==> src/inc/fps_map.svh <==
// Function
// Drive a 12-bit active-high VF status bus, two bits per VF, VF0 lowest.
// Even bit of each pair is set while that VF is enabled by software.
// Odd bit of each pair mirrors that VF's bus master enable.
// The pair pattern repeats for VF0 through VF5.
// 6-bit PF power output: PF0 in bits 2:0, PF1 in bits 5:3.
// Power codes: 000 D0_uninit, 001 D0_active, 010 D1, 100 D3_hot.
// In Root Port mode every PF and VF power field reads 000.
// 18-bit VF power output, one 3-bit field per VF, VF0 lowest.
// Link power output: 00 L0, 01 L0s, 10 L1, 11 L2 or reserved.
// Outputs follow state changes on the user clock and hold in between.
`ifndef FPS_MAP_SVH
`define FPS_MAP_SVH

// ----------------------------------------------------------------
// Register byte addresses.
// ----------------------------------------------------------------
`define FPS_ADDR_CTRL 6'h00
`define FPS_ADDR_VF_CFG 6'h04
`define FPS_ADDR_PF_PWR 6'h08
`define FPS_ADDR_VF_PWR 6'h0C
`define FPS_ADDR_LINK 6'h10
`define FPS_ADDR_STAT_VF 6'h14
`define FPS_ADDR_STAT_PWR 6'h18

// ----------------------------------------------------------------
// Field positions and widths.
// ----------------------------------------------------------------
`define FPS_CTRL_ROOT_BIT 0
`define FPS_VF_BME_LSB 8
`define FPS_STAT_VFPWR_LSB 8
`define FPS_CODE_W 3
`define FPS_IDX_W 2

// ----------------------------------------------------------------
// Power state codes.
// ----------------------------------------------------------------
`define FPS_CODE_D0_UNINIT 3'h0
`define FPS_CODE_D0_ACTIVE 3'h1
`define FPS_CODE_D1 3'h2
`define FPS_CODE_D3_HOT 3'h4

// ----------------------------------------------------------------
// Bus answers and reset values.
// ----------------------------------------------------------------
`define FPS_RESP_OKAY 2'h0
`define FPS_RESP_DECERR 2'h3
`define FPS_RST_WORD 32'h0000_0000

`endif

==> src/inc/fps_pkg.sv <==
`default_nettype none
package fps_pkg;

	// Power state index as software writes it.
	typedef enum logic [1:0] {
		FPS_D0_UNINIT = 2'h0,
		FPS_D0_ACTIVE = 2'h1,
		FPS_D1 = 2'h2,
		FPS_D3_HOT = 2'h3
	} fps_dstate_t;

endpackage
`default_nettype wire

==> src/fps_status_out.sv <==
// Chosen here: the AXI4-Lite interface to the registers and the address map.
`timescale 1ns/1ns
`default_nettype none
`include "fps_map.svh"

module fps_status_out #(
	parameter int NUM_VF = 6,
	parameter int NUM_PF = 2
) (
	input wire logic aclk, // User clock, 250 MHz.
	input wire logic aresetn, // Synchronous reset, active low.
	input wire logic [5:0] s_axi_awaddr, // Write address.
	input wire logic s_axi_awvalid, // Write address valid.
	output logic s_axi_awready, // Write address taken.
	input wire logic [31:0] s_axi_wdata, // Write data.
	input wire logic [3:0] s_axi_wstrb, // Write byte enables.
	input wire logic s_axi_wvalid, // Write data valid.
	output logic s_axi_wready, // Write data taken.
	output logic [1:0] s_axi_bresp, // Write response code.
	output logic s_axi_bvalid, // Write response valid.
	input wire logic s_axi_bready, // Write response accepted.
	input wire logic [5:0] s_axi_araddr, // Read address.
	input wire logic s_axi_arvalid, // Read address valid.
	output logic s_axi_arready, // Read address taken.
	output logic [31:0] s_axi_rdata, // Read data.
	output logic [1:0] s_axi_rresp, // Read response code.
	output logic s_axi_rvalid, // Read data valid.
	input wire logic s_axi_rready, // Read data accepted.
	output logic [2*NUM_VF-1:0] virtual_fn_enable_status, // VF enable and bus master.
	output logic [3*NUM_PF-1:0] pf_dstate, // Physical function power states.
	output logic [3*NUM_VF-1:0] virtual_fn_dstate, // Virtual function power states.
	output logic [1:0] link_power_state // Link power state.
);
	import fps_pkg::*;

	// ----------------------------------------------------------------
	// Configuration state written by software.
	// ----------------------------------------------------------------
	logic root_port_q;
	logic [NUM_VF-1:0] vf_en_q;
	logic [NUM_VF-1:0] vf_bme_q;
	logic [`FPS_IDX_W*NUM_PF-1:0] pf_idx_q;
	logic [`FPS_IDX_W*NUM_VF-1:0] vf_idx_q;
	logic [1:0] link_q;

	// Output flops and their next values.
	logic [2*NUM_VF-1:0] vf_stat_q;
	logic [2*NUM_VF-1:0] vf_stat_d;
	logic [3*NUM_PF-1:0] pf_pwr_q;
	logic [3*NUM_PF-1:0] pf_pwr_d;
	logic [3*NUM_VF-1:0] vf_pwr_q;
	logic [3*NUM_VF-1:0] vf_pwr_d;
	logic [1:0] link_pwr_q;

	// Bus handshake state.
	logic awready_q;
	logic wready_q;
	logic bvalid_q;
	logic [1:0] bresp_q;
	logic arready_q;
	logic rvalid_q;
	logic [31:0] rdata_q;
	logic [1:0] rresp_q;
	logic [5:0] waddr_q;
	logic [5:0] raddr_q;
	logic wr_go;
	logic rd_go;

	// ----------------------------------------------------------------
	// Power state encoding.
	// ----------------------------------------------------------------

	// Maps a software state index to the documented three-bit code.
	function automatic logic [2:0] fps_encode(input logic [1:0] idx, input logic root);
		logic [2:0] code;
		code = `FPS_CODE_D0_UNINIT;
		unique case (fps_dstate_t'(idx))
			FPS_D0_UNINIT: code = `FPS_CODE_D0_UNINIT;
			FPS_D0_ACTIVE: code = `FPS_CODE_D0_ACTIVE;
			FPS_D1: code = `FPS_CODE_D1;
			FPS_D3_HOT: code = `FPS_CODE_D3_HOT;
		endcase
		if (root) begin
			code = `FPS_CODE_D0_UNINIT;
		end
		return code;
	endfunction

	// Per-VF status pair and power field, VF0 in the lowest slot.
	genvar gv;
	generate
		for (gv = 0; gv < NUM_VF; gv++) begin : g_vf
			assign vf_stat_d[2*gv] = vf_en_q[gv];
			assign vf_stat_d[2*gv+1] = vf_bme_q[gv];
			assign vf_pwr_d[3*gv +: 3] = fps_encode(
				vf_idx_q[`FPS_IDX_W*gv +: `FPS_IDX_W], root_port_q);
		end
	endgenerate

	// Per-PF power field, PF0 in the low bits.
	genvar gp;
	generate
		for (gp = 0; gp < NUM_PF; gp++) begin : g_pf
			assign pf_pwr_d[3*gp +: 3] = fps_encode(
				pf_idx_q[`FPS_IDX_W*gp +: `FPS_IDX_W], root_port_q);
		end
	endgenerate

	// ----------------------------------------------------------------
	// Status outputs.
	// ----------------------------------------------------------------

	// Outputs are registered once per clock so they only move on aclk.
	always_ff @(posedge aclk) begin
		if (!aresetn) begin
			vf_stat_q <= '0;
			pf_pwr_q <= '0;
			vf_pwr_q <= '0;
			link_pwr_q <= 2'h0;
		end else begin
			vf_stat_q <= vf_stat_d;
			pf_pwr_q <= pf_pwr_d;
			vf_pwr_q <= vf_pwr_d;
			link_pwr_q <= link_q;
		end
	end

	assign virtual_fn_enable_status = vf_stat_q;
	assign pf_dstate = pf_pwr_q;
	assign virtual_fn_dstate = vf_pwr_q;
	assign link_power_state = link_pwr_q;

	// ----------------------------------------------------------------
	// AXI4-Lite write channel.
	// ----------------------------------------------------------------

	// Address and data are taken together in one cycle once both wait.
	assign wr_go = s_axi_awvalid && s_axi_wvalid && !awready_q && !bvalid_q;

	// Ready pulses for one cycle; the response follows on the next edge.
	always_ff @(posedge aclk) begin
		if (!aresetn) begin
			awready_q <= 1'h0;
			wready_q <= 1'h0;
			bvalid_q <= 1'h0;
			bresp_q <= `FPS_RESP_OKAY;
			waddr_q <= 6'h00;
		end else begin
			awready_q <= wr_go;
			wready_q <= wr_go;
			if (wr_go) begin
				waddr_q <= s_axi_awaddr;
			end
			if (awready_q) begin
				bvalid_q <= 1'h1;
				unique case (waddr_q)
					`FPS_ADDR_CTRL, `FPS_ADDR_VF_CFG, `FPS_ADDR_PF_PWR,
					`FPS_ADDR_VF_PWR, `FPS_ADDR_LINK: bresp_q <= `FPS_RESP_OKAY;
					default: bresp_q <= `FPS_RESP_DECERR;
				endcase
			end else if (s_axi_bready) begin
				bvalid_q <= 1'h0;
			end
		end
	end

	// Writable configuration, updated on the cycle the write is taken.
	always_ff @(posedge aclk) begin
		if (!aresetn) begin
			root_port_q <= 1'h0;
			vf_en_q <= '0;
			vf_bme_q <= '0;
			pf_idx_q <= '0;
			vf_idx_q <= '0;
			link_q <= 2'h0;
		end else if (wr_go) begin
			unique case (s_axi_awaddr)
				`FPS_ADDR_CTRL: begin
					if (s_axi_wstrb[0]) begin
						root_port_q <= s_axi_wdata[`FPS_CTRL_ROOT_BIT];
					end
				end
				`FPS_ADDR_VF_CFG: begin
					if (s_axi_wstrb[0]) begin
						vf_en_q <= s_axi_wdata[NUM_VF-1:0];
					end
					if (s_axi_wstrb[1]) begin
						vf_bme_q <= s_axi_wdata[`FPS_VF_BME_LSB +: NUM_VF];
					end
				end
				`FPS_ADDR_PF_PWR: begin
					if (s_axi_wstrb[0]) begin
						pf_idx_q <= s_axi_wdata[`FPS_IDX_W*NUM_PF-1:0];
					end
				end
				`FPS_ADDR_VF_PWR: begin
					if (s_axi_wstrb[0] && s_axi_wstrb[1]) begin
						vf_idx_q <= s_axi_wdata[`FPS_IDX_W*NUM_VF-1:0];
					end
				end
				`FPS_ADDR_LINK: begin
					if (s_axi_wstrb[0]) begin
						link_q <= s_axi_wdata[1:0];
					end
				end
				default: begin
				end
			endcase
		end
	end

	// ----------------------------------------------------------------
	// AXI4-Lite read channel.
	// ----------------------------------------------------------------

	// A read is taken only when no earlier answer is still pending.
	assign rd_go = s_axi_arvalid && !arready_q && !rvalid_q;

	// Read data is captured one cycle after the address is taken.
	always_ff @(posedge aclk) begin
		if (!aresetn) begin
			arready_q <= 1'h0;
			rvalid_q <= 1'h0;
			rdata_q <= `FPS_RST_WORD;
			rresp_q <= `FPS_RESP_OKAY;
			raddr_q <= 6'h00;
		end else begin
			arready_q <= rd_go;
			if (rd_go) begin
				raddr_q <= s_axi_araddr;
			end
			if (arready_q) begin
				rvalid_q <= 1'h1;
				rresp_q <= `FPS_RESP_OKAY;
				rdata_q <= `FPS_RST_WORD;
				unique case (raddr_q)
					`FPS_ADDR_CTRL: rdata_q[`FPS_CTRL_ROOT_BIT] <= root_port_q;
					`FPS_ADDR_VF_CFG: begin
						rdata_q[NUM_VF-1:0] <= vf_en_q;
						rdata_q[`FPS_VF_BME_LSB +: NUM_VF] <= vf_bme_q;
					end
					`FPS_ADDR_PF_PWR: rdata_q[`FPS_IDX_W*NUM_PF-1:0] <= pf_idx_q;
					`FPS_ADDR_VF_PWR: rdata_q[`FPS_IDX_W*NUM_VF-1:0] <= vf_idx_q;
					`FPS_ADDR_LINK: rdata_q[1:0] <= link_q;
					`FPS_ADDR_STAT_VF: rdata_q[2*NUM_VF-1:0] <= vf_stat_q;
					`FPS_ADDR_STAT_PWR: begin
						rdata_q[3*NUM_PF-1:0] <= pf_pwr_q;
						rdata_q[`FPS_STAT_VFPWR_LSB +: 3*NUM_VF] <= vf_pwr_q;
					end
					default: rresp_q <= `FPS_RESP_DECERR;
				endcase
			end else if (s_axi_rready) begin
				rvalid_q <= 1'h0;
			end
		end
	end

	assign s_axi_awready = awready_q;
	assign s_axi_wready = wready_q;
	assign s_axi_bvalid = bvalid_q;
	assign s_axi_bresp = bresp_q;
	assign s_axi_arready = arready_q;
	assign s_axi_rvalid = rvalid_q;
	assign s_axi_rdata = rdata_q;
	assign s_axi_rresp = rresp_q;

endmodule
`default_nettype wire

==> config.mk <==
export PLATFORM = sky130hd
export DESIGN_NAME = fps_status_out
export DESIGN_NICKNAME = d
export VERILOG_FILES = /design/src/inc/fps_pkg.sv /design/src/fps_status_out.sv
export VERILOG_INCLUDE_DIRS = /design/src /design/src/inc
export SDC_FILE = /design/constraint.sdc
export NUM_CORES = 1
export LEC_CHECK = 0
export BUFFER_PORTS_ARGS = -buffer_cell sky130_fd_sc_hd__buf_2
export CAP_MARGIN = 20
export CORE_MARGIN = 2
export CORE_UTILIZATION = 50
export CTS_CLUSTER_DIAMETER = 100
export CTS_CLUSTER_SIZE = 30
export DETAILED_ROUTE_END_ITERATION = 7
export GPL_ROUTABILITY_DRIVEN = 1
export PLACE_DENSITY_LB_ADDON = 0.3
export SKIP_CTS_REPAIR_TIMING = 1
export SLEW_MARGIN = 5
export SYNTH_ARGS = -nofsm -noshare
export SYNTH_HDL_FRONTEND = slang
export SYNTH_SLANG_ARGS = --single-unit
==> constraint.sdc <==
create_clock -name aclk -period 4 [get_ports aclk]
set_input_delay 0 -clock aclk [delete_from_list [all_inputs] [get_ports aclk]]
set_output_delay 0 -clock aclk [all_outputs]
set_load 0.01 [all_outputs]
* Yosys cells after proc, flatten, opt, wreduce, memory -nomap -nowiden
Cells that the tools add are included.
Word-level totals: bits in registers 115, bits of input ports 55
Cells by class: equal/unequal tests 38, muxes and demuxes 22, bitwise operators 1, reduce and logical (&&, ||, !) cells 32
Operators by type and width (count):
- $pmux 3 s4 | 8
- $eq 6x4->1 const B | 6
- $eq 2x2->1 const B | 16
- $eq 6x5->1 const B | 5
- $eq 6x3->1 const B | 3
- $logic_not 6->1 | 3
- $reduce_and 3->1 | 6
- $eq 2x1->1 const B | 8
- $logic_not 2->1 | 8
- $pmux 4 s4 | 1
- $mux 12 | 1
- $pmux 2 s5 | 1
- $pmux 2 s2 | 2
- $pmux 2 s4 | 1
- $pmux 1 s7 | 1
- $reduce_or 7->1 | 1
- $logic_and 1x1->1 | 6
- $pmux 1 s6 | 1
- $reduce_or 5->1 | 1
- $logic_not 1->1 | 4
- $mux 1 | 4
- $mux 2 | 2
- $reduce_bool 2->1 | 2
- $reduce_or 2->1 | 1
- $not 1->1 | 1

* Depth between registers and ports, before layout
depth after elaboration 4, mapped depth 6, gate-level depth less buffers 4

* Least setup slack after synthesis
OpenSTA, ideal clock, no wires.
path kind register to register, start point register s_axi_wready (netlist name), end point register vf_en_q[0], library setup time 0.117 ns, arrival 1.579 ns, setup slack 2.304 ns, cell stages (with the launch flop) 7, clock period less this slack 1.696 ns, path through dfxtp_1 nand4bb_1 clkbuf_1 or4_4 buf_6 nand2_1 o21ai_2
RTL lines:
- end signal, assigned | RTL line fps_status_out.sv:185 | vf_en_q <= s_axi_wdata[NUM_VF-1:0];
- end, declared | RTL line fps_status_out.sv:40 | logic [NUM_VF-1:0] vf_en_q;

* Worst setup path in the final report
start point register raddr_q[3], end point register rdata_q[5] (netlist: s_axi_rdata[5])
Between the ends: word-level cells in the longest chain between the ends 2, elaborated cells between the ends (all ways) 5, those cells by class eq/ne (4); mux (1)
Ends and longest elaborated chain:
- start, declared | RTL line fps_status_out.sv:65 | logic [5:0] raddr_q;
- start signal, assigned | RTL line fps_status_out.sv:230 | raddr_q <= s_axi_araddr;
- $eq 6x5->1 (tied with other cells) | RTL line fps_status_out.sv:236 | unique case (raddr_q)
- $pmux 2 s4 * | RTL line fps_status_out.sv:236
- end signal, assigned | RTL line fps_status_out.sv:235 | rdata_q <= `FPS_RST_WORD;
- end signal, assigned by index | RTL line fps_status_out.sv:237 | `FPS_ADDR_CTRL: rdata_q[`FPS_CTRL_ROOT_BIT] <= root_port_q;
- end signal, assigned by index | RTL line fps_status_out.sv:239 | rdata_q[NUM_VF-1:0] <= vf_en_q;
- end, declared | RTL line fps_status_out.sv:62 | logic [31:0] rdata_q;
Mark *: on every way between the ends. The rest lies on a longest branch, timed or not. A chain may end at the register's enable or synchronous reset.

==> summary.md <==
| Metric | Value |
|---|---|
| Result of the run | complete, but fails checks |
| Violated checks | hold timing |
| Count of unique library cells instantiated by Yosys | 44 |
| Fraction of the mapped netlist area in adder cells | 0% |
| Clk Latency, worst-skew pair | 0.50 ns |
| Synth cell count leaders | dfxtp_1 (113), nand2_1 (62), nand3_1 (37) |
| Data arrival time of the worst path | roughly 3 ns |
| Max-cap violation count | 0 |
| Detailed Place HPWL | 7051 µm |
| Compound-gate portion of the synthesized area | 13.44% |
| Diode insertion count for antenna repair | 0 |
| Count of filler cells inserted in the layout | about 640 |
| X dimension of the die | just under 100 µm |
| Root buffer selected by CTS | clkbuf_8 |
| Internal power summed over all cells | 2090 µW |
| Nets@finish | 644 |
| Simple-Gate Fraction of Synth Area | 22.32% |
| Async SR Flop Fraction | 0% |
| Worst IR Drop VDD | between 300 and 400 µV |
| WL final | 10,760 µm |
| Wire length per cell after detailed routing | 15.21 µm |
| Fin Hold WS | -0.03875 ns |
| Clock sink total | 113 |
| Number of nets with antenna violations after routing | 0 |
| Top Ports | 134 |
| Synth Cell Area | between 4000 and 5000 µm² |
| Power spent charging and discharging nets | between 500 and 600 µW |
| Share of the yosys chip area belonging to registers | between 50 and 60% |
| Total number of vias | around 3,800 |
| Port buffer count | 107 |
| Total iterations of the first detailed-routing run | 5 |
| Capturing element type of the critical path | flip-flop |
| Endpoints failing hold | 6 |
| Combinational fraction of design power | under 10% |
| Switching fraction of total power | between 20% and 30% |
| Vias in the first global route | 3,440 |
| Number of buffers added by the clock tree synthesis step | 17 |
| Kind of start point of the critical path | flip-flop |
| Part of the cycle the worst path needs | 65.63% |
| Number of standard-cell rows in the floorplan | 33 |
| Share of power burned in the clock network | 51.1% |
| Number of antenna violations at the first check in global routing | 0 |
| Worst setup margin | between 1 and 1.5 ns |
| Synth Area per Inst | 9.369 µm² |
| Leak | 0.002497 µW |
| Part of the total power dissipated in sequential elements | 43.2% |
| Slew at the pin closest to its max-slew limit | 0.9704 ns |
| Max Slew Vio Count | 0 |
| Max Clock Skew | 0.005697 ns |
| Routability cong. | about 0.84 |
| Yosys synthesis warning count | 0 |
| Largest cells by area after synthesis | dfxtp_1 (52%), nand2_1 (5.4%), nand3_1 (4.3%) |
| Post-synthesis cell type with the largest combined area | dfxtp_1 |
| Top achievable clock speed | 0.3809 GHz |
| Overall die height | 97.15 µm |
| Area of the placeable core | 8299 µm² |
| CTS clock-pin slew for the worst setup and hold paths | about 0.05 ns |
| Synthesis-to-finish area growth | 31.21% |
| Initial core utilization | 52.27% |
| Setup violations, final | 0 |
| Number of flops mapped to enable cells by yosys | 0 |
| Slew Limit Headroom | 35.09% |
| Maximum fanout count along the critical path | 23 |
| Main combinational cell family by area after synthesis | simple AND/OR/NAND/NOR gates |
| Number of remaining DRC errors | 0 |
| Top_reg_cell synth | dfxtp_1 |
| Gate Count Post-Synth | 463 |
| Most used standard cell by instance count after synthesis | dfxtp_1 |
| Maximum clock path buffer count | 2 |
| Proportion of synthesized area in mux cells | 5.826% |
| Area fraction of the dominant cell type after synthesis | 52.15% |
| Die outline area | around 9400 µm² |
| Power per Cell Area | 471.0 nW/µm² |
| Largest net degree at the start of global routing | 92 |
| H-tree level count | 4 |
| Starting DRT DRC Count | 284 |
| Mean number of vias per cell | ~5.4 |
| Post-synthesis register bit count | 113 |
| Grt total ovfl | 0 |
| Total Negative Setup Slacks | 0 ns |
| Clock tree from TritonCTS | yes |
| Critical path class | flip-flop to flip-flop |
| Setup repair after global routing missed its margin | no |
| Global-route wire length before repair | 17,040 µm |
| Type of the most critical hold path | primary input to flip-flop |
| Layout cell share with drive strength beyond 1 | 26.41% |
| Total Routing Usage GR | 22.39% |
| Xor and xnor area share after synthesis | 0.2019% |
| Worst slack at placement | about 1.5 ns |
| Required time at the endpoint of the critical path | ~4.4 ns |
| Min Clock Period, post-route | roughly 2.6 ns |
per-layer routing:
metal / vias up / global-route usage, % / routed length (µm)
met5: - / 0 / 0
met4: 0 / 8.884 / 266
li1: 1845 / - / -
met3: 27 / 6.331 / 727
met2: 139 / 35.90 / 5153
met1: 1772 / 28.57 / 4608
final cells by class:
| class | instances | area (µm²) | share of cell area (%) |
|---|---|---|---|
| clock buffer | 21 | 429.2 | 7.540 |
| sequential | 113 | 2262 | 39.74 |
| clock inverter | 11 | 115.1 | 2.022 |
| tap | 105 | 131.4 | 2.308 |
| inverter | 10 | 37.54 | 0.6595 |
| timing repair buffer | 143 | 880.8 | 15.48 |
| multi-input combinational | 304 | 1836 | 32.25 |
stage by stage:
stage | power (µW) | hold slack [ns] | area (µm²) | util [%] | cells
detailed placement | 1309 | 0.2267 | 4832 | 58.22 | 643
global placement | 1304 | 0.2263 | 4825 | 58.13 | 642
global route | 2760 | 0.01052 | 5692 | 68.58 | 707
floorplan | 1269 | 0.1304 | 4357 | - | 468
CTS | 2668 | -0.2916 | 5376 | 64.78 | 675
finish | 2681 | -0.03875 | 5692 | 68.58 | 707
kinds of logic (layout without fill, tap and decap cells):
family                    after synthesis  after routing
AOI/OAI and AO/OA                      90             90
xor gates and xnor gates                1              1
buffers and inverters                  51            185
DFF                                   113            113
muxes                                  23             23
other                                   1              6
and+or+nand+nor                       184            184
sequential cells by signal, summed over array words and instances, names as in the netlist:
signal / count
link_q: 2
s_axi_wready: 1
pf_idx_q: 4
raddr_q: 6
vf_bme_q: 6
link_power_state: 2
waddr_q: 6
pf_dstate: 6
s_axi_bvalid: 1
s_axi_rresp: 1
vf_idx_q: 12
s_axi_bresp: 1
virtual_fn_enable_status: 12
root_port_q: 1
s_axi_rdata: 26
s_axi_arready: 1
vf_en_q: 6
s_axi_rvalid: 1
virtual_fn_dstate: 18
power by group through the flow:
stage	sequential, µW	combinational, µW	clock [µW]
after detailed placement	1180	127	0
after global placement	1180	123	0
after floorplan	1180	93.4	0
final	1160	152	1370
after global routing	1160	167	1430
after CTS	1160	127	1380
path summary, 6_finish.rpt:
path                     start                          end  slack, ns  cells after the start
setup / recovery    raddr_q[3]               s_axi_rdata[5]       1.37                      4
hold / removal    s_axi_wvalid                   waddr_q[3]      -0.04                      5
setup reg to reg    raddr_q[3]               s_axi_rdata[5]       1.37                      4
hold reg to reg    vf_bme_q[2]  virtual_fn_enable_status[5]       0.46                      2
critical path, cell delays in order (launching register included):
cell,delay (ns)
dfxtp_1,0.94
nand2_1,0.28
nor3_4,0.82
a222oi_1,0.29
o21ai_0,0.21
cell usage in the layout (no fill, tap or decap), types with 5 or more instances in the layout:
cell	instances
and3_1	8
nor3b_1	6
nor3_1	7
and2_1	8
a21boi_0	18
o21ai_1	14
inv_1	10
a21oi_1	6
mux2_2	8
nor2b_1	10
buf_2	107
dlygate4sd3_1	31
conb_1	6
nand3_1	37
dfxtp_1	113
clkbuf_16	16
o21ai_0	27
clkinv_2	5
nand2_1	62
nor2_1	13
a222oi_1	6
nand2b_1	17
mux2i_1	14
No activity file was read; power rests on OpenSTA's default activity.
